===== src/pkg/bfc_params.svh =====
// Constants of the backlight fault and frequency control block
`ifndef BFC_PARAMS_SVH
`define BFC_PARAMS_SVH

// Register offsets (byte addresses)
`define BFC_ADDR_COMMAND    8'h00
`define BFC_ADDR_CHAN_EN    8'h04
`define BFC_ADDR_SINK_CFG   8'h08
`define BFC_ADDR_BOOST_CFG  8'h0C
`define BFC_ADDR_FAULT1     8'h10
`define BFC_ADDR_FAULT2     8'h14
`define BFC_ADDR_STATE      8'h18

// Field positions
`define BFC_CMD_RESET_BIT   0
`define BFC_CFG_FS_LSB      0
`define BFC_CFG_DBL_BIT     2
`define BFC_BST_FSW_LSB     0
`define BFC_BST_CP_LSB      8

// Widths
`define BFC_NCH             6
`define BFC_LEVEL_W         12

// Reset values and codes
`define BFC_FS_DEFAULT      2'h0
`define BFC_FSW_DEFAULT     5'h09
`define BFC_FSW_MIN         5'h02
`define BFC_CP_EIGHTH       2'h0
`define BFC_CP_QUARTER      2'h1
`define BFC_CP_HALF         2'h2
`define BFC_CP_DEF_SERIAL   2'h1
`define BFC_CP_DEF_STRAP    2'h0
`define BFC_FSW_STRAP_HI    5'h03
`define BFC_FSW_STRAP_OPEN  5'h09
`define BFC_FSW_STRAP_LO    5'h13
`define BFC_LEVEL_FULL      12'hFFF

// Timing: core clock and reference rate in kHz
`define BFC_CLK_KHZ         17'h186A0
`define BFC_REF_KHZ         17'h02800
`define BFC_SS_CYCLES       8'h40
`define BFC_START_WAIT      2'h3

`endif


===== src/pkg/bfc_pkg.sv =====
// Types of the backlight fault and frequency control block
`include "bfc_params.svh"

package bfc_pkg;

	// Analog comparator outputs
	typedef struct packed {
		logic                    flycap_ov;
		logic                    sec_ilim;
		logic                    out_short;
		logic                    out_ov;
		logic                    pri_ilim;
		logic [`BFC_NCH-1:0]     sink_short;
		logic [`BFC_NCH-1:0]     sink_low;
	} bfc_cmp_t;

	// First fault status register, bits 2..0
	typedef struct packed {
		logic disconnect_overcurrent_flag;
		logic secondary_current_limit_flag;
		logic flycap_overvoltage_flag;
	} bfc_fault_first_t;

	// Second fault status register: open in [11:6], short in [5:0]
	typedef struct packed {
		logic [`BFC_NCH-1:0] string_open_flag;
		logic [`BFC_NCH-1:0] string_short_flag;
	} bfc_fault_second_t;

	// Software settings
	typedef struct packed {
		logic [`BFC_NCH-1:0] channel_enable_bits;
		logic [1:0]          full_scale;
		logic                doubler_ratio_select;
		logic [4:0]          boost_frequency_code;
		logic [1:0]          pump_frequency_ratio;
	} bfc_regs_t;

	// Controls toward the power stage
	typedef struct packed {
		logic                boost_en;
		logic                lowside_on;
		logic                ilim_soft;
		logic                disconnect_open;
		logic                pump_2x;
		logic                fs_from_pin;
		logic [1:0]          full_scale;
		logic [`BFC_NCH-1:0] sink_en;
		logic [`BFC_NCH-1:0] sink_vctrl;
	} bfc_drive_t;

	// Whole state of the top module
	typedef struct packed {
		logic [1:0]               en_sync;
		logic [1:0]               ser_sync;
		logic [1:0]               fhi_sync;
		logic [1:0]               flo_sync;
		logic [1:0]               pwm_sync;
		bfc_cmp_t                 cmp_a;
		bfc_cmp_t                 cmp_b;
		logic [1:0]               start_cnt;
		logic                     started;
		logic                     serial_mode;
		logic [4:0]               strap_code;
		bfc_regs_t                regs;
		logic [`BFC_NCH-1:0]      chan_prev;
		bfc_fault_first_t         fault_first;
		bfc_fault_second_t        fault_second;
		logic [`BFC_NCH-1:0]      clear_arm;
		logic [`BFC_NCH-1:0]      short_off;
		logic [`BFC_NCH-1:0]      open_block;
		logic                     latched_off;
		logic                     disc_open;
		logic                     doubler_lock;
		logic [7:0]               ss_cnt;
		logic [31:0]              rdata;
		bfc_drive_t               drv;
		logic [`BFC_LEVEL_W-1:0]  level;
	} bfc_top_t;

	// Frequency generator state
	typedef struct packed {
		logic [16:0] acc;
		logic [4:0]  div;
		logic [2:0]  pdiv;
		logic        btick;
		logic        ptick;
	} bfc_freq_t;

	// Duty meter state
	typedef struct packed {
		logic [`BFC_LEVEL_W-1:0] win;
		logic [`BFC_LEVEL_W:0]   high;
		logic [`BFC_LEVEL_W-1:0] level;
	} bfc_duty_t;

endpackage : bfc_pkg


===== src/rtl/bfc_top.sv =====
// Backlight driver fault supervision, current and frequency selection
//
// Local design decisions: the register addresses and strobed register access.
`timescale 1ns/1ps
`default_nettype none
`include "bfc_params.svh"

module bfc_top #(
	parameter logic NONSER_2X = 1'b0
) (
	// Clock and reset
	input  wire logic                          CLOCK,
	input  wire logic                          SYS_RST,
	// Device pins
	input  wire logic                          EN_PIN,
	input  wire logic                          SERIAL_SEL,
	input  wire logic                          FSET_HIGH,
	input  wire logic                          FSET_LOW,
	input  wire logic                          PWM_IN,
	// Comparators from the power stage
	input  wire bfc_pkg::bfc_cmp_t             CMP,
	// Register port
	input  wire logic [7:0]                    REG_ADDR,
	input  wire logic [31:0]                   REG_WDATA,
	input  wire logic                          REG_WR,
	input  wire logic                          REG_RD,
	output logic [31:0]                        REG_RDATA,
	// Power stage controls
	output bfc_pkg::bfc_drive_t                DRIVE,
	output logic [`BFC_LEVEL_W-1:0]            SINK_LEVEL,
	output logic                               BOOST_TICK,
	output logic                               PUMP_TICK
);

	////////////////////////////////////////////////////////////////////////////////
	// State and helpers

	localparam bfc_pkg::bfc_regs_t REGS_DEFAULT = '{
		channel_enable_bits:  '0,
		full_scale:           `BFC_FS_DEFAULT,
		doubler_ratio_select: 1'b0,
		boost_frequency_code: `BFC_FSW_DEFAULT,
		pump_frequency_ratio: `BFC_CP_DEF_SERIAL
	};

	bfc_pkg::bfc_top_t       s_q;
	bfc_pkg::bfc_top_t       s_d;
	logic                    boost_tick;
	logic                    pump_tick;
	logic [`BFC_LEVEL_W-1:0] duty_level;
	logic                    run;
	logic [4:0]              fsw_code;
	logic [1:0]              cp_ratio;

	logic                    en_s;
	logic                    wr_cmd;
	logic                    rst_evt;
	logic                    wr_chan;
	logic                    rd_first;
	logic                    rd_second;
	logic [`BFC_NCH-1:0]     chan_on;
	logic                    any_on;
	logic [`BFC_NCH-1:0]     chan_fall;
	logic [`BFC_NCH-1:0]     short_set;
	logic [`BFC_NCH-1:0]     open_set;
	logic [`BFC_NCH-1:0]     second_clr;
	logic                    halt;
	bfc_pkg::bfc_cmp_t       c;

	////////////////////////////////////////////////////////////////////////////////
	// Sub-blocks

	bfc_freq_gen u_freq (
		.clk        (CLOCK),
		.rst        (SYS_RST),
		.run        (run),
		.code       (fsw_code),
		.cp_ratio   (cp_ratio),
		.boost_tick (boost_tick),
		.pump_tick  (pump_tick)
	);

	bfc_duty_meter u_duty (
		.clk   (CLOCK),
		.rst   (SYS_RST),
		.pwm   (s_q.pwm_sync[1]),
		.level (duty_level)
	);

	////////////////////////////////////////////////////////////////////////////////
	// Next state

	always_comb begin
		s_d = s_q;
		c = s_q.cmp_b;
		en_s = s_q.en_sync[1];

		// Pin synchronisers
		s_d.en_sync  = {s_q.en_sync[0], EN_PIN};
		s_d.ser_sync = {s_q.ser_sync[0], SERIAL_SEL};
		s_d.fhi_sync = {s_q.fhi_sync[0], FSET_HIGH};
		s_d.flo_sync = {s_q.flo_sync[0], FSET_LOW};
		s_d.pwm_sync = {s_q.pwm_sync[0], PWM_IN};
		s_d.cmp_a = CMP;
		s_d.cmp_b = s_q.cmp_a;

		// Strap capture once, after the synchronisers have filled
		if (!s_q.started) begin
			if (s_q.start_cnt == `BFC_START_WAIT) begin
				s_d.started = 1'b1;
				s_d.serial_mode = s_q.ser_sync[1];
				if (s_q.fhi_sync[1]) begin
					s_d.strap_code = `BFC_FSW_STRAP_HI;
				end else if (s_q.flo_sync[1]) begin
					s_d.strap_code = `BFC_FSW_STRAP_LO;
				end else begin
					s_d.strap_code = `BFC_FSW_STRAP_OPEN;
				end
			end else begin
				s_d.start_cnt = s_q.start_cnt + 2'h1;
			end
		end

		// Bus decode
		wr_cmd = REG_WR && (REG_ADDR == `BFC_ADDR_COMMAND);
		wr_chan = REG_WR && (REG_ADDR == `BFC_ADDR_CHAN_EN);
		rd_first = REG_RD && (REG_ADDR == `BFC_ADDR_FAULT1);
		rd_second = REG_RD && (REG_ADDR == `BFC_ADDR_FAULT2);
		rst_evt = !en_s || (wr_cmd && REG_WDATA[`BFC_CMD_RESET_BIT]);

		// Channel view
		if (s_q.serial_mode) begin
			chan_on = s_q.regs.channel_enable_bits;
		end else begin
			chan_on = {`BFC_NCH{1'b1}};
		end
		chan_on = chan_on & {`BFC_NCH{en_s && s_q.started}};
		any_on = |chan_on;
		chan_fall = s_q.chan_prev & ~chan_on;
		s_d.chan_prev = chan_on;

		// Latched shutdowns
		if (c.flycap_ov || c.sec_ilim) begin
			s_d.latched_off = 1'b1;
		end
		if (c.out_short) begin
			s_d.disc_open = 1'b1;
		end
		halt = s_q.latched_off || c.flycap_ov || c.sec_ilim;

		// Per-sink short hold and open-string voltage-control block
		short_set = c.sink_short & chan_on;
		open_set = {`BFC_NCH{c.out_ov}} & c.sink_low & chan_on & ~s_q.open_block;
		if (!any_on) begin
			s_d.short_off = '0;
		end else begin
			s_d.short_off = s_q.short_off | short_set;
		end
		s_d.open_block = (s_q.open_block & ~chan_fall) | open_set;

		// Pump doubler select taken on enable, held while any channel runs
		if (s_q.serial_mode) begin
			if (any_on && ~|s_q.chan_prev) begin
				s_d.doubler_lock = s_q.regs.doubler_ratio_select;
			end
		end else begin
			s_d.doubler_lock = NONSER_2X;
		end

		// Soft-start count in boost cycles
		if (!any_on || halt) begin
			s_d.ss_cnt = 8'h00;
		end else if (boost_tick && s_q.ss_cnt != `BFC_SS_CYCLES) begin
			s_d.ss_cnt = s_q.ss_cnt + 8'h01;
		end

		// Fault status: read clears the first word, the second only for sinks switched off since its last read; a new event in the same cycle wins
		if (rd_first) begin
			s_d.fault_first = '0;
		end
		s_d.fault_first.flycap_overvoltage_flag =
			s_d.fault_first.flycap_overvoltage_flag | c.flycap_ov;
		s_d.fault_first.secondary_current_limit_flag =
			s_d.fault_first.secondary_current_limit_flag | c.sec_ilim;
		s_d.fault_first.disconnect_overcurrent_flag =
			s_d.fault_first.disconnect_overcurrent_flag | c.out_short;

		s_d.clear_arm = s_q.clear_arm | chan_fall;
		second_clr = rd_second ? s_q.clear_arm : '0;
		if (rd_second) begin
			s_d.clear_arm = chan_fall;
		end
		s_d.fault_second.string_short_flag =
			(s_q.fault_second.string_short_flag & ~second_clr) | short_set;
		s_d.fault_second.string_open_flag =
			(s_q.fault_second.string_open_flag & ~second_clr) | open_set;

		// Register writes
		if (REG_WR) begin
			case (REG_ADDR)
				`BFC_ADDR_CHAN_EN: begin
					s_d.regs.channel_enable_bits = REG_WDATA[`BFC_NCH-1:0];
				end
				`BFC_ADDR_SINK_CFG: begin
					s_d.regs.full_scale = REG_WDATA[`BFC_CFG_FS_LSB +: 2];
					s_d.regs.doubler_ratio_select = REG_WDATA[`BFC_CFG_DBL_BIT];
				end
				`BFC_ADDR_BOOST_CFG: begin
					s_d.regs.boost_frequency_code = REG_WDATA[`BFC_BST_FSW_LSB +: 5];
					s_d.regs.pump_frequency_ratio = REG_WDATA[`BFC_BST_CP_LSB +: 2];
				end
				default: begin
				end
			endcase
		end

		// Register reads, data in the following cycle
		if (REG_RD) begin
			case (REG_ADDR)
				`BFC_ADDR_CHAN_EN: begin
					s_d.rdata = {26'h0, s_q.regs.channel_enable_bits};
				end
				`BFC_ADDR_SINK_CFG: begin
					s_d.rdata = {29'h0, s_q.regs.doubler_ratio_select, s_q.regs.full_scale};
				end
				`BFC_ADDR_BOOST_CFG: begin
					s_d.rdata = {22'h0, s_q.regs.pump_frequency_ratio, 3'h0,
						s_q.regs.boost_frequency_code};
				end
				`BFC_ADDR_FAULT1: begin
					s_d.rdata = {29'h0, s_q.fault_first};
				end
				`BFC_ADDR_FAULT2: begin
					s_d.rdata = {20'h0, s_q.fault_second};
				end
				`BFC_ADDR_STATE: begin
					s_d.rdata = {10'h000, s_q.serial_mode, s_q.doubler_lock, s_q.disc_open,
						s_q.latched_off, s_q.open_block, 6'h0, s_q.short_off};
				end
				default: begin
					s_d.rdata = 32'h0000_0000;
				end
			endcase
		end

		// Reset event: registers and latches to their ready values
		if (rst_evt) begin
			s_d.regs = REGS_DEFAULT;
			s_d.fault_first = '0;
			s_d.fault_second = '0;
			s_d.clear_arm = '0;
			s_d.short_off = '0;
			s_d.open_block = '0;
			s_d.latched_off = 1'b0;
			s_d.disc_open = 1'b0;
			s_d.doubler_lock = 1'b0;
			s_d.ss_cnt = 8'h00;
		end

		// Drive toward the power stage
		s_d.drv.boost_en = any_on && !halt && !rst_evt;
		s_d.drv.sink_en = chan_on & ~s_d.short_off & {`BFC_NCH{!halt && !s_d.disc_open &&
			!c.out_short && !rst_evt}};
		s_d.drv.sink_vctrl = s_d.drv.sink_en & ~s_d.open_block;
		s_d.drv.disconnect_open = s_d.disc_open || c.out_short;
		s_d.drv.ilim_soft = s_d.ss_cnt != `BFC_SS_CYCLES;
		if (!s_d.drv.boost_en || c.pri_ilim) begin
			s_d.drv.lowside_on = 1'b0;
		end else if (boost_tick) begin
			s_d.drv.lowside_on = 1'b1;
		end
		s_d.drv.pump_2x = s_d.doubler_lock;
		s_d.drv.fs_from_pin = !s_q.serial_mode;
		s_d.drv.full_scale = s_q.serial_mode ? s_q.regs.full_scale : `BFC_FS_DEFAULT;
		s_d.level = s_q.serial_mode ? `BFC_LEVEL_FULL : duty_level;
	end

	////////////////////////////////////////////////////////////////////////////////
	// Frequency selection

	always_comb begin
		run = s_q.drv.boost_en;
		if (!s_q.serial_mode) begin
			fsw_code = s_q.strap_code;
			cp_ratio = `BFC_CP_DEF_STRAP;
		end else begin
			cp_ratio = s_q.regs.pump_frequency_ratio;
			if (s_q.regs.boost_frequency_code < `BFC_FSW_MIN) begin
				fsw_code = `BFC_FSW_MIN;
			end else begin
				fsw_code = s_q.regs.boost_frequency_code;
			end
		end
	end

	////////////////////////////////////////////////////////////////////////////////
	// Registers

	always_ff @(posedge CLOCK) begin
		if (SYS_RST) begin
			s_q <= '0;
			s_q.regs <= REGS_DEFAULT;
		end else begin
			s_q <= s_d;
		end
	end

	assign REG_RDATA  = s_q.rdata;
	assign DRIVE      = s_q.drv;
	assign SINK_LEVEL = s_q.level;
	assign BOOST_TICK = boost_tick;
	assign PUMP_TICK  = pump_tick;

endmodule : bfc_top

`default_nettype wire


===== src/rtl/bfc_freq_gen.sv =====
// Boost and charge-pump switching tick generator
`timescale 1ns/1ps
`default_nettype none
`include "bfc_params.svh"

module bfc_freq_gen (
	// Clock and reset
	input  wire logic       clk,
	input  wire logic       rst,
	// Settings
	input  wire logic       run,
	input  wire logic [4:0] code,
	input  wire logic [1:0] cp_ratio,
	// Ticks
	output logic            boost_tick,
	output logic            pump_tick
);

	bfc_pkg::bfc_freq_t s_q;
	bfc_pkg::bfc_freq_t s_d;
	logic [16:0]        sum;
	logic [2:0]         plim;

	always_comb begin
		s_d = s_q;
		s_d.btick = 1'b0;
		s_d.ptick = 1'b0;
		sum = s_q.acc + `BFC_REF_KHZ;
		case (cp_ratio)
			`BFC_CP_EIGHTH:  plim = 3'h7;
			`BFC_CP_QUARTER: plim = 3'h3;
			default:         plim = 3'h1;
		endcase
		if (!run) begin
			s_d.div = 5'h00;
			s_d.pdiv = 3'h0;
		end else if (sum >= `BFC_CLK_KHZ) begin
			// Reference tick; boost period is code plus one reference ticks
			s_d.acc = sum - `BFC_CLK_KHZ;
			if (s_q.div >= code) begin
				s_d.div = 5'h00;
				s_d.btick = 1'b1;
				if (s_q.pdiv >= plim) begin
					s_d.pdiv = 3'h0;
					s_d.ptick = 1'b1;
				end else begin
					s_d.pdiv = s_q.pdiv + 3'h1;
				end
			end else begin
				s_d.div = s_q.div + 5'h01;
			end
		end else begin
			s_d.acc = sum;
		end
	end

	always_ff @(posedge clk) begin
		if (rst) begin
			s_q <= '0;
		end else begin
			s_q <= s_d;
		end
	end

	assign boost_tick = s_q.btick;
	assign pump_tick  = s_q.ptick;

endmodule : bfc_freq_gen

`default_nettype wire


===== src/rtl/bfc_duty_meter.sv =====
// Duty-cycle meter for the dimming input
`timescale 1ns/1ps
`default_nettype none
`include "bfc_params.svh"

module bfc_duty_meter (
	// Clock and reset
	input  wire logic                    clk,
	input  wire logic                    rst,
	// Synchronised input
	input  wire logic                    pwm,
	// Measured duty
	output logic [`BFC_LEVEL_W-1:0]      level
);

	bfc_pkg::bfc_duty_t s_q;
	bfc_pkg::bfc_duty_t s_d;

	always_comb begin
		s_d = s_q;
		s_d.win = s_q.win + 1'b1;
		s_d.high = s_q.high + {{`BFC_LEVEL_W{1'b0}}, pwm};
		if (s_q.win == `BFC_LEVEL_FULL) begin
			// End of window: publish high count, saturated
			if (s_d.high[`BFC_LEVEL_W]) begin
				s_d.level = `BFC_LEVEL_FULL;
			end else begin
				s_d.level = s_d.high[`BFC_LEVEL_W-1:0];
			end
			s_d.high = '0;
		end
	end

	always_ff @(posedge clk) begin
		if (rst) begin
			s_q <= '0;
		end else begin
			s_q <= s_d;
		end
	end

	assign level = s_q.level;

endmodule : bfc_duty_meter

`default_nettype wire


===== config.mk =====
export PLATFORM = sky130hd
export DESIGN_NAME = bfc_top
export DESIGN_NICKNAME = d
export VERILOG_FILES = /design/src/pkg/bfc_pkg.sv /design/src/rtl/bfc_top.sv /design/src/rtl/bfc_freq_gen.sv /design/src/rtl/bfc_duty_meter.sv
export VERILOG_INCLUDE_DIRS = /design/src /design/src/pkg
export SDC_FILE = /design/constraint.sdc
export NUM_CORES = 1
export LEC_CHECK = 0
export BUFFER_PORTS_ARGS = -buffer_cell sky130_fd_sc_hd__buf_2
export CORE_MARGIN = 2
export CORE_UTILIZATION = 30
export DETAILED_ROUTE_END_ITERATION = 7
export PLACE_DENSITY = 0.5
export SYNTH_ARGS = -nofsm -noshare
export SYNTH_HDL_FRONTEND = slang
export SYNTH_HIERARCHICAL = 1
export SYNTH_SLANG_ARGS = --single-unit

===== constraint.sdc =====
create_clock -name CLOCK -period 6.6 [get_ports CLOCK]
set_input_delay 0.99 -clock CLOCK [delete_from_list [all_inputs] [get_ports CLOCK]]
set_output_delay 0.99 -clock CLOCK [all_outputs]
set_load 0.05 [all_outputs]

# [Word-level counts from Yosys, hierarchy flattened]
# Cells that the tools add are included.
[word_totals] register_bits=246 latch_bits=0 ramBits=0 romBits=0 input_bits=66 output_inout_bits=66 mem_count=0
[classes] n_addsub=8 n_mul=0 div_mod_pow=0 n_lt_le_gt_ge=4 eq_ne=11 shifts=0 mux=28 n_bitwise=32 n_reduce_logical=46
[ops] op="22-bit one-hot mux with 6 select lines" count=1
[ops] op="6-bit AND" count=12
[ops] op="6-bit NOT" count=6
[ops] op="6-bit OR" count=5
[ops] op="5-bit 2-to-1 mux" count=5
[ops] op="8-bit by 5-bit == test with 1-bit output, second input constant" count=3
[ops] op="12-bit 2-to-1 mux" count=2
[ops] op="6-bit 2-to-1 mux" count=4
[ops] op="23-bit 2-to-1 mux" count=1
[ops] op="17-bit by 14-bit adder with 17-bit output, second input constant" count=1
[ops] op="17-bit >= comparator, second input constant" count=1
[ops] op="17-bit 2-to-1 mux" count=1
[ops] op="17-bit subtractor, second input constant" count=1
[ops] op="8-bit by 4-bit == test with 1-bit output, second input constant" count=2
[ops] op="8-bit 2-to-1 mux" count=2
[ops] op="8-bit by 7-bit inequality test with 1-bit output, second input constant" count=2
[ops] op="7-bit 2-to-1 mux" count=2
[ops] op="13-bit by 1-bit adder with 13-bit output" count=1
[ops] op="12-bit by 1-bit adder with 12-bit output, second input constant" count=1
[ops] op="12-bit == test, second input constant" count=1
[ops] op="1-bit logical AND" count=12
[ops] op="2-bit AND reduction" count=6
[ops] op="6-bit OR reduction" count=2
[ops] op="2-bit OR reduction" count=5
[ops] op="22 further kinds" count=50

# [Logic depth before layout (Yosys ltp)]
# Gate-level depths: netlist of run 1.
[depth] depth_word=14 mapped_depth=11 ltp_nobuf=10

# [Hierarchy]
# Netlist of run 1, hierarchy kept.
[modules_own_cells] mod="bfc_top" n_inst=1 cells_each=716 area_each_um2=6585.1 seq_area_each_um2=3423.3
[modules_own_cells] mod="bfc_duty_meter" n_inst=1 cells_each=167 area_each_um2=1597.8 seq_area_each_um2=740.7
[modules_own_cells] mod="bfc_freq_gen" n_inst=1 cells_each=181 area_each_um2=1511.4 seq_area_each_um2=440.4

# [Worst setup path after synthesis of run 1]
# OpenSTA, ideal clock, no wires.
[synth_timing] kind="input port to flip-flop" from="in REG_ADDR[5]" to="reg s_q, in the netlist DRIVE[1]" setup_time_ps=121 arrival_time_ps=2495 required_time_ps=6479 slack_ps=3985 cell_stages=7 n_path_buf=2 cell_sequence="or3_1 -> clkbuf_1 -> o311ai_4 -> and3b_1 -> clkbuf_1 -> o211a_1 -> a21boi_1"
[synth_via] elab_chain_len=11
[synth_lines] element="start, declared" line="bfc_top.sv:23" rtl="input wire logic [7:0] REG_ADDR,"
[synth_lines] element="8-bit logical NOT (no source line) (*)"
[synth_lines] element="1-bit logical AND (*)" line="bfc_top.sv:125" rtl="wr_cmd = REG_WR && (REG_ADDR == `BFC_ADDR_COMMAND);"
[synth_lines] element="1-bit logical AND (*)" line="bfc_top.sv:129" rtl="rst_evt = !en_s || (wr_cmd && REG_WDATA[`BFC_CMD_RESET_BIT]);"
[synth_lines] element="1-bit logical OR (*)" line="bfc_top.sv:129"
[synth_lines] element="23-bit 2-to-1 mux" line="bfc_top.sv:247" rtl="if (rst_evt) begin"
[synth_lines] element="1-bit logical NOT" line="bfc_top.sv:262" rtl="s_d.drv.sink_en = chan_on & ~s_d.short_off & {`BFC_NCH{!halt && !s_d.disc_open &&"
[synth_lines] element="1-bit logical AND (2 in a row)" line="bfc_top.sv:262"
[synth_lines] element="1-bit logical AND" line="bfc_top.sv:263" rtl="!c.out_short && !rst_evt}};"
[synth_lines] element="6-bit AND" line="bfc_top.sv:262"
[synth_lines] element="6-bit AND (*)" line="bfc_top.sv:264" rtl="s_d.drv.sink_vctrl = s_d.drv.sink_en & ~s_d.open_block;"
[synth_lines] element="end, declared" line="bfc_top.sv:46" rtl="bfc_pkg::bfc_top_t s_q;"
# Mark *: on every way between the ends. The rest lies on a longest branch, timed or not.
# A chain may end at the register's enable or synchronous reset.

# [Worst setup path after layout of run 1]
[layout_timing] from="in REG_ADDR[2]" to="reg s_q[94] (netlist bit)"
[layout_via] elab_chain_len=6
[layout_lines] element="8-bit by 5-bit == test with 1-bit output"
[layout_lines] element="1-bit logical AND" line="bfc_top.sv:128" rtl="rd_second = REG_RD && (REG_ADDR == `BFC_ADDR_FAULT2);"
[layout_lines] element="6-bit 2-to-1 mux" line="bfc_top.sv:189" rtl="second_clr = rd_second ? s_q.clear_arm : '0;"
[layout_lines] element="6-bit NOT" line="bfc_top.sv:194" rtl="(s_q.fault_second.string_short_flag & ~second_clr) | short_set;"
[layout_lines] element="6-bit AND" line="bfc_top.sv:194"
[layout_lines] element="6-bit OR" line="bfc_top.sv:194"
# Several ways; a longest one is shown, not always the timed one.

==> results.yml, run 1 <==
timing:
  holdWs_ns: 0.398
  setup_viol: 0
  min_period_over_period_pct: 41.0
  period_needed_ns: 2.71
  skew_ns: 0.0174
  max_slew_margin_pct: 23.3
  fin_setup_tns_ns: 0
  rsz0062_at_grt: "no"
  drv_slew: 0
  hold_viol: 0
  tightest_slew_ns: 1.15
  clock.fmax_mhz: 370
synthesis:
  synth.area.top_cells: "dfxtp_1, buf_4, nor2_1"
  syn_inst: 1064
  yosysSeqAreaShare_pct: 47.5
  synth_edf_count: 0
  synth_async_sr_flop_share_pct: 0
  synth-seq-cells: 230
  yosys.area.top_type_share_pct: 47.5
  yosysTopAreaCell: "dfxtp_1"
  avgSynthCellArea_um2: 9.11
  synthTopCellsByCount: "dfxtp_1, nor2_1, buf_4"
  synth_flop_cell: "dfxtp_1"
  synth_most_common_cell: "dfxtp_1"
  synth.cell_area_um2: 9690
  ys_types: 77
  synth_warnings: 6
routing:
  dr_total_vias: 7199
  wl_per_cell_um: 15.7
  ant_nets: 0
  drc: 0
  dr.pass1.iters: 5
  detail_route.vias_per_cell: 4.80
  wl_mm: 23.5
  drt_iter0_markers: 483
pwr:
  p_total_mw: 3.15
  vdd_drop_max_uv: 159
  powerDensity_nw_per_um2: 288
  p_leak_nw: 4.31
global_route:
  overflow: 0
  grt_start_max_net_pins: 72
  grt_pass1_wl_mm: 37.9
  grt_pass1_vias: 6925
  grt.met3_usage_pct: 2.85
  grtUsageMet1_pct: 20.8
  top_usage_layer: "met1"
  grt_util_all_layers_pct: 14.0
  antenna_found_initial: 0
  grt_util_met2_pct: 20.6
floorplanning:
  num_rows: 65
  die-height_um: 184
  coreArea_um2: 31700
  die_x_um: 184
  num_io_pins: 132
  dieArea_um2: 33800
  start_util_pct: 30.6
outcome:
  status: "finished, final reports clean"
worst_hold_path:
  hold_depth: 1
  worstHoldEndpoint: "DRIVE[18]$_SDFFE_PP0P_"
  hold_start: "c[12]$_SDFF_PP0_"
  holdCritPathClass: "flip-flop to flip-flop"
clocking:
  hold_buffers: 0
  clk_latency_ns: 0.53
  numCtsBuffers: 27
  clock-sinks: 230
  cts-htree-levels: 1
  cts_setup_buffers: 0
  clk_pin_slew_ns: 0.06
  cts_resized: 0
  cts-root-buf: "clkbuf_16"
  clockBufferDepth: 3
  cts_tree: "yes"
cells_and_area:
  num-nets-final: 1163
  areaGrowthSynthToFinish_pct: 12.8
  antenna_cells: 0
  final_layout_size_suffix_gt1_share_pct: 15.9
  layoutNonFillerInstCount: 1500
critical_path:
  cp_num_buf_inv: 1
  crit_family: "simple AND/OR/NAND/NOR gates"
  rr_endpoint: "u_freq/s_q[20]$_SDFFE_PP0P_"
  crit_path_start_kind: "input pin"
  crit_path_cell_trace: "buf_2 -> or4b_1 -> nor3_2 -> nand2_1 -> a22oi_1 -> nor2_1"
  regToRegStartpoint: "u_freq/s_q[21]$_SDFFE_PP0P_"
  end_kind: "flip-flop"
  critical_path_required_ns: 7.00
  arrival_ns: 3.10
  setup.worst_path.class: "input pin to flip-flop"
  critPathMaxFanout: 20
  r2r_setup_slack_ns: 4.15
  reg2reg_depth: 6
  slowest_stage: "nor3_2"
  max_stage_delay_ns: 0.73
  setup.worst_path.start: "REG_ADDR[2]"
flow_run:
  maxCapViolations: 0
placed_design:
  numPlacedInstances: 1451
  gp_congestion: 0.788
  hpwlAfterDp_mm: 16.5
  port_buffers: 97
## sequential cells by signal, summed over array words and instances (netlist names), 12 cells and up
signal        flops
s_q              77
DRIVE            19
REG_RDATA        22
SINK_LEVEL       12
c                17
s_d              22
u_duty/s_q       25
u_freq/s_q       20
u_duty/level     12
## how the worst max path moves through the flow
stage	cells past startpoint	to
global route	6	s_q[93]$_SDFF_PP0_
floorplan	7	DRIVE[1]$_SDFF_PP0_
detailed placement	6	s_q[93]$_SDFF_PP0_
CTS	6	s_q[93]$_SDFF_PP0_
finish	6	s_q[94]$_SDFF_PP0_
global placement	6	s_q[93]$_SDFF_PP0_
## layout make-up
type                            instances  area (um^2)
Clock buffer                           42          852
Clock inverter                          7         92.6
Sequential cell                       230         4600
Inverter                               25         93.8
Multi-Input combinational cell        691         4250
Timing Repair Buffer                  103          533
Fill cell                            3298        20800
Tap cell                              402          503
## cell usage in the layout (no fill, tap or decap), types with 9 or more instances in the layout
master	synthesis	layout
nand2_1	67	67
a22o_1	9	9
xor2_1	15	15
o21ai_0	19	19
buf_2	9	96
nor3_1	24	23
a21oi_1	67	67
ha_1	19	19
nand3_1	43	43
nand4_1	13	13
nor2_1	135	135
a31oi_1	15	15
clkbuf_16	0	27
nand3b_1	10	10
a22oi_1	15	15
or3_1	9	9
o21bai_1	9	9
clkbuf_8	0	12
nor2b_1	59	59
inv_1	25	25
dfxtp_1	230	230
conb_1	1	10
xnor2_1	14	14
mux2i_1	10	10
## cell families (layout without fill, tap and decap cells)
kind of cell | count (synthesis) | after routing | synth area share, %
muxes | 20 | 20 | 2.19
xor gates and xnor gates | 30 | 30 | 2.79
and+or+nand+nor | 420 | 420 | 22.4
buffers and inverters | 152 | 177 | 9.10
adders and majority gates | 19 | 19 | 2.45
AOI/OAI and AO/OA | 192 | 192 | 13.6
other | 1 | 10 | 0.0387
DFF | 230 | 230 | 47.5
## where the power goes
part | switching (mW) | total [mW] | internal, mW
clock network | 0.585 | 1.55 | 0.961
logic | 0.109 | 0.164 | 0.0547
registers | 0.0190 | 1.44 | 1.42
## routing by layer
metal  vias up  part of all wire, %
met5         -                    0
met4         0                  1.7
met3        31                  6.0
met2       180                   41
met1      3374                   51
li1       3614                    -
## per-stage QoR
step | instance area, um^2 | utilization (%) | setup slack, ns
final | 10900 | 34.5 | 3.89
after global placement | 9990 | 31.5 | 3.42
after CTS | 10900 | 34.5 | 3.96
after global routing | 10900 | 34.5 | 3.76
after detailed placement | 9990 | 31.5 | 3.40
after floorplan | 9730 | - | 3.98
Note: power is estimated with default switching activity, not from simulation.
==> run 2: changes to the inputs <==
==> constraint.sdc (replaced) <==
create_clock -name CLOCK -period 2.6 [get_ports CLOCK]
set_input_delay 0.39 -clock CLOCK [delete_from_list [all_inputs] [get_ports CLOCK]]
set_output_delay 0.39 -clock CLOCK [all_outputs]
set_load 0.05 [all_outputs]
==> run 2 against run 1 <==
  * Register-to-register slack worse by 3.9 ns
  * Count of clock-buffer cells in the layout decreased by 9
  * Worst hold slack got worse by 0.33 ns
  * Critical endpoint is now u_freq/s_q[2]$_SDFFE_PP0P_
  * Core utilization up 0.16 points
  * Worst setup slack got worse by 3.7 ns
  * Critical path depth grew 4
  * Cell count is 1.0% higher
  * Largest cell class unchanged
  * Final area is 0.46% higher
==> results.yml, run 2 (synthesis gave the netlist of run 1 again) <==
outcome:
  status: "finished, final reports clean"
floorplanning:
  die-height_um: 184
  die_x_um: 184
  num_rows: 65
  coreArea_um2: 31700
  start_util_pct: 30.6
  dieArea_um2: 33800
  num_io_pins: 132
pwr:
  p_total_mw: 7.79
  p_sw_mw: 1.85
  p_seq_share_pct: 46.8
  p_leak_nw: 4.35
  p_int_mw: 5.94
  vdd_drop_max_uv: 416
  power_frac_clock_pct: 47.8
  switching_share_pct: 23.7
  p_comb_share_pct: 5.4
  powerDensity_nw_per_um2: 709
routing:
  drc: 0
  dr.pass1.iters: 6
  ant_nets: 0
  detail_route.vias_per_cell: 4.74
  dr_total_vias: 7175
  wl_per_cell_um: 15.5
  wl_mm: 23.5
  drt_iter0_markers: 545
clocking:
  clk_latency_ns: 0.53
  clock-sinks: 230
  cts_resized: 0
  cts-root-buf: "clkbuf_16"
  cts_setup_buffers: 0
  cts-htree-levels: 1
  clockBufferDepth: 3
  clk_pin_slew_ns: 0.06
  cts_tree: "yes"
  numCtsBuffers: 26
  hold_buffers: 0
critical_path:
  end_kind: "flip-flop"
  setup.worst_path.class: "flip-flop to flip-flop"
  arrival_ns: 2.82
  critical_path_required_ns: 3.05
  crit_path_start_kind: "flip-flop"
  critPathMaxFanout: 15
timing:
  drv_slew: 0
  rsz0062_at_grt: "no"
  setup_viol: 0
  clock.fmax_mhz: 422
  tightest_slew_ns: 0.572
  min_period_over_period_pct: 91.1
  skew_ns: 0.0148
  period_needed_ns: 2.37
  holdWs_ns: 0.0672
  max_slew_margin_pct: 61.8
  fin_setup_tns_ns: 0
  hold_viol: 0
placed_design:
  port_buffers: 97
  dpl_cell_area_um2: 10100
  gp_congestion: 0.782
  numPlacedInstances: 1467
  hpwlAfterDp_mm: 17.0
global_route:
  grt_start_max_net_pins: 44
  antenna_found_initial: 0
  grt_pass1_wl_mm: 37.4
  overflow: 0
  grt_pass1_vias: 6778
  grt_util_all_layers_pct: 13.9
worst_hold_path:
  holdCritPathClass: "input pin to flip-flop"
cells_and_area:
  num-nets-final: 1178
  layout_commonest_cell: "dfxtp_1"
  largest-register: "s_q"
  antenna_cells: 0
  layoutNonFillerInstCount: 1515
  most-common-layout-cells: "dfxtp_1, nor2_1, buf_2"
  areaGrowthSynthToFinish_pct: 13.3
  reg.largest.list: "s_q (77), u_duty/s_q (25)"
  largest_reg_flops: 77
  design_area_um2: 11000
  final_layout_size_suffix_gt1_share_pct: 17.0
flow_run:
  maxCapViolations: 0
## run 2: cell count changes in the layout (fill, tap and decap cells not counted), sizes merged
cell	delta
clkinv	+5
inv	+1
buf	+16
clkbuf	-9
clkinvlp	+2
## run 2: stage by stage
step | setup slack [ns] | util [%]
2_1_floorplan | 0.278 | -
3_3_place_gp | 0.230 | 31.9
3_5_place_dp | 0.234 | 31.9
4_1_cts | 0.228 | 34.6
5_1_grt | 0.0734 | 34.6
6_report | 0.231 | 34.6
## run 2: per-layer routing
layer / share of wire (%) / GRT usage (%)
met5: 0 / 0
met2: 40 / 19.9
met1: 52 / 21.0
met3: 5.6 / 2.81
met4: 1.9 / 3.42
## run 2: area by class of cell
cell class                 count  area [um^2]
clock buffer                  33          728
inverter                      25         93.8
timing repair buffer         119          653
sequential                   230         4600
fill                        3313        20700
clock inverter                15          151
multi-input combinational    691         4250
tap                          402          503
## run 2: power by group through the flow
stage                     clock network (mW)  registers, mW  logic, mW
after global placement                     0           3.72      0.424
final                                   3.72           3.65      0.422
after CTS                               3.83           3.65      0.427
after floorplan                            0           3.71      0.330
after global routing                    3.98           3.65      0.467
after detailed placement                   0           3.73      0.426
## run 2: final timing paths
kind	end	slack, ns	cells after the start	startpoint
setup / recovery	u_freq/s_q[2]$_SDFFE_PP0P_	0.23	10	s_q[120]$_SDFFE_PP0P_
hold / removal	s_d[141]$_SDFF_PP0_	0.07	2	CMP[2]
setup reg to reg	u_freq/s_q[2]$_SDFFE_PP0P_	0.23	10	s_q[120]$_SDFFE_PP0P_
hold reg to reg	DRIVE[18]$_SDFFE_PP0P_	0.40	1	c[12]$_SDFF_PP0_
## run 2: worst max-delay path: stages, from the launching register on
cell and delay, ns:
dfxtp_1 0.34, nor3_1 0.29, nand2b_1 0.09, nand3_1 0.08, o21ai_0 0.08, ha_1 0.28
nand2b_1 0.09, a21oi_1 0.06, o21a_1 0.34, or4b_1 0.52, a21oi_1 0.12
==> run 3: changes to the inputs <==
--- a/config.mk
+++ b/config.mk
@@ -8,9 +8,9 @@
 export LEC_CHECK = 0
 export BUFFER_PORTS_ARGS = -buffer_cell sky130_fd_sc_hd__buf_2
 export CORE_MARGIN = 2
-export CORE_UTILIZATION = 30
+export CORE_UTILIZATION = 57
 export DETAILED_ROUTE_END_ITERATION = 7
-export PLACE_DENSITY = 0.5
+export PLACE_DENSITY = 0.82
 export SYNTH_ARGS = -nofsm -noshare
 export SYNTH_HDL_FRONTEND = slang
 export SYNTH_HIERARCHICAL = 1
==> run 3 against run 2 <==
  * Power increased by 1.8%
  * Register-to-register slack about the same
  * Worst hold slack improved by 0.0032 ns
  * Sequential share of layout area increased by 0.75 points
  * Sequential power about the same
  * Non-clock buffer count decreased by 2
  * Maximum frequency increased by 0.56%
  * Combinational power increased by 5.7%
  * First-iteration DRC count increased by 41%
  * Routed wire length decreased by 7.3%
  * Final area decreased by 1.8%
  * Cell count decreased by 12%
  * Critical path type unchanged
  * Largest cell class unchanged
  * Largest power group unchanged
==> results.yml, run 3 (synthesis gave the netlist of run 1 again) <==
critical_path:
  critical_path_required_ns: 3.05
  regToRegStartpoint: "s_q[120]$_SDFFE_PP0P_"
  r2r_setup_slack_ns: 0.24
  crit_path_start_kind: "flip-flop"
  setup.worst_path.class: "flip-flop to flip-flop"
  crit_path_cell_trace: "nor3_1 -> nand2b_1 -> nand3_1 -> o21ai_0 -> ha_1 -> nand2b_1 -> a21oi_1 -> o21a_1 -> buf_4 -> or3_1 -> a21oi_1"
  setup.worst_path.start: "s_q[120]$_SDFFE_PP0P_"
  arrival_ns: 2.81
  slowest_stage: "dfxtp_1"
  critPathMaxFanout: 9
  cp-endpoint: "u_freq/s_q[4]$_SDFFE_PP0P_"
  reg2reg_depth: 11
  end_kind: "flip-flop"
  max_stage_delay_ns: 0.35
  rr_endpoint: "u_freq/s_q[4]$_SDFFE_PP0P_"
timing:
  hold_viol: 0
  skew_ns: 0.0113
  min_period_over_period_pct: 90.6
  clock.fmax_mhz: 424
  period_needed_ns: 2.36
  tightest_slew_ns: 0.586
  max_slew_margin_pct: 60.9
  fin_setup_tns_ns: 0
  drv_slew: 0
  setup_viol: 0
  rsz0062_at_grt: "no"
routing:
  wl_met1_mm: 9.53
  routed-wl-met3_mm: 2.07
  drc: 0
  dr_total_vias: 7561
  highest_layer: "met4"
  wl_mm: 21.8
  drt_iter0_markers: 770
  ant_nets: 0
  wl_per_cell_um: 16.4
  route.met2.wl_mm: 9.75
  detail_route.vias_per_cell: 5.68
  dr.pass1.iters: 5
pwr:
  powerDensity_nw_per_um2: 735
  p_leak_nw: 4.35
  power_frac_clock_pct: 48.4
  vdd_drop_max_uv: 516
  p_total_mw: 7.93
  p_int_mw: 6.14
  p_seq_share_pct: 46.0
  switching_share_pct: 22.7
  p_sw_mw: 1.80
  p_comb_share_pct: 5.6
worst_hold_path:
  holdCritPathClass: "input pin to flip-flop"
  hold_start: "CMP[12]"
clocking:
  cts-root-buf: "clkbuf_16"
  cts-htree-levels: 1
  clk_latency_ns: 0.53
  cts_resized: 0
  cts_setup_buffers: 0
  cts_tree: "yes"
  hold_buffers: 0
  numCtsBuffers: 25
  clockBufferDepth: 3
  clock-sinks: 230
  clk_pin_slew_ns: 0.06
cells_and_area:
  num-nets-final: 1175
  largest-register: "s_q"
  fillCellCount: 1337
  most-common-layout-cells: "dfxtp_1, nor2_1, buf_2"
  areaGrowthSynthToFinish_pct: 11.3
  largest_reg_flops: 77
  multi_input_area_um2: 4250
  design_area_um2: 10800
  final_layout_size_suffix_gt1_share_pct: 16.7
  layout_commonest_cell: "dfxtp_1"
  layoutNonFillerInstCount: 1330
  reg.largest.list: "s_q (77), u_duty/s_q (25)"
  final_core_util_pct: 65.1
  seq_area_um2: 4600
global_route:
  grt_start_max_net_pins: 91
  grt_util_all_layers_pct: 23.9
  antenna_found_initial: 2
  grt_pass1_vias: 7156
  grt_pass1_wl_mm: 35.3
  overflow: 0
floorplanning:
  die-height_um: 134
  dieArea_um2: 18100
  coreArea_um2: 16600
  start_util_pct: 58.5
  num_rows: 47
  die_x_um: 134
  num_io_pins: 132
placed_design:
  port_buffers: 97
  numPlacedInstances: 1283
  dpl_cell_area_um2: 9870
  hpwlAfterDp_mm: 15.0
  gp_congestion: 0.950
outcome:
  status: "finished, final reports clean"
flow_run:
  maxCapViolations: 0
run 3: changes by cell type in the layout (fill, tap and decap cells not counted), sizes merged, moves of 2 or more:
cell / delta
buf: -2
clkbuf: -3
diode: +2
clkinv: -3
bufinv: +3
run 3: power by group through the flow:
stage	sequential, mW	combinational (mW)	clock, mW
2_1_floorplan	3.71	0.330	0
3_3_place_gp	3.72	0.427	0
4_1_cts	3.65	0.443	3.90
3_5_place_dp	3.72	0.436	0
6_report	3.65	0.446	3.84
5_1_grt	3.65	0.494	4.03
run 3: cell type report:
class,count,share of cell area [%]
Timing Repair Buffer,117,6.03
Tap cell,220,2.55
Clock buffer,30,6.25
Antenna cell,2,0.0464
Sequential cell,230,42.7
Inverter,25,0.870
Clock inverter,15,2.19
Multi-Input combinational cell,691,39.4
run 3: worst max-delay path, delay by kind of cell, from the launching register on:
family          cells  cell delay, ns
compound gates      4            0.60
fa+ha+maj           1            0.29
buf+inv             1            0.19
flops               1            0.35
simple gates        5            0.85
run 3: worst min path at each step:
stage / end / slack [ns] / depth (start not counted)
after floorplan: DRIVE[18]$_SDFFE_PP0P_ / 0.38 / 1
after global placement: s_q[174]$_SDFF_PP0_ / 0.42 / 1
after detailed placement: c[4]$_SDFF_PP0_ / 0.42 / 1
after CTS: s_d[148]$_SDFF_PP0_ / 0.05 / 2
after global routing: s_d[148]$_SDFF_PP0_ / 0.07 / 2
final: s_d[151]$_SDFF_PP0_ / 0.07 / 2
run 3: routing by layer:
metal	track usage (%)	vias up
met1	32.9	3562
met5	0	-
li1	-	3636
met4	6.73	0
met3	5.29	41
met2	38.0	322
run 3: stage by stage:
stage / hold WS, ns / setup slack, ns
after floorplan: 0.376 / 0.278
after global placement: 0.422 / 0.353
after detailed placement: 0.423 / 0.259
after CTS: 0.0504 / 0.254
after global routing: 0.0660 / 0.0855
final: 0.0703 / 0.244
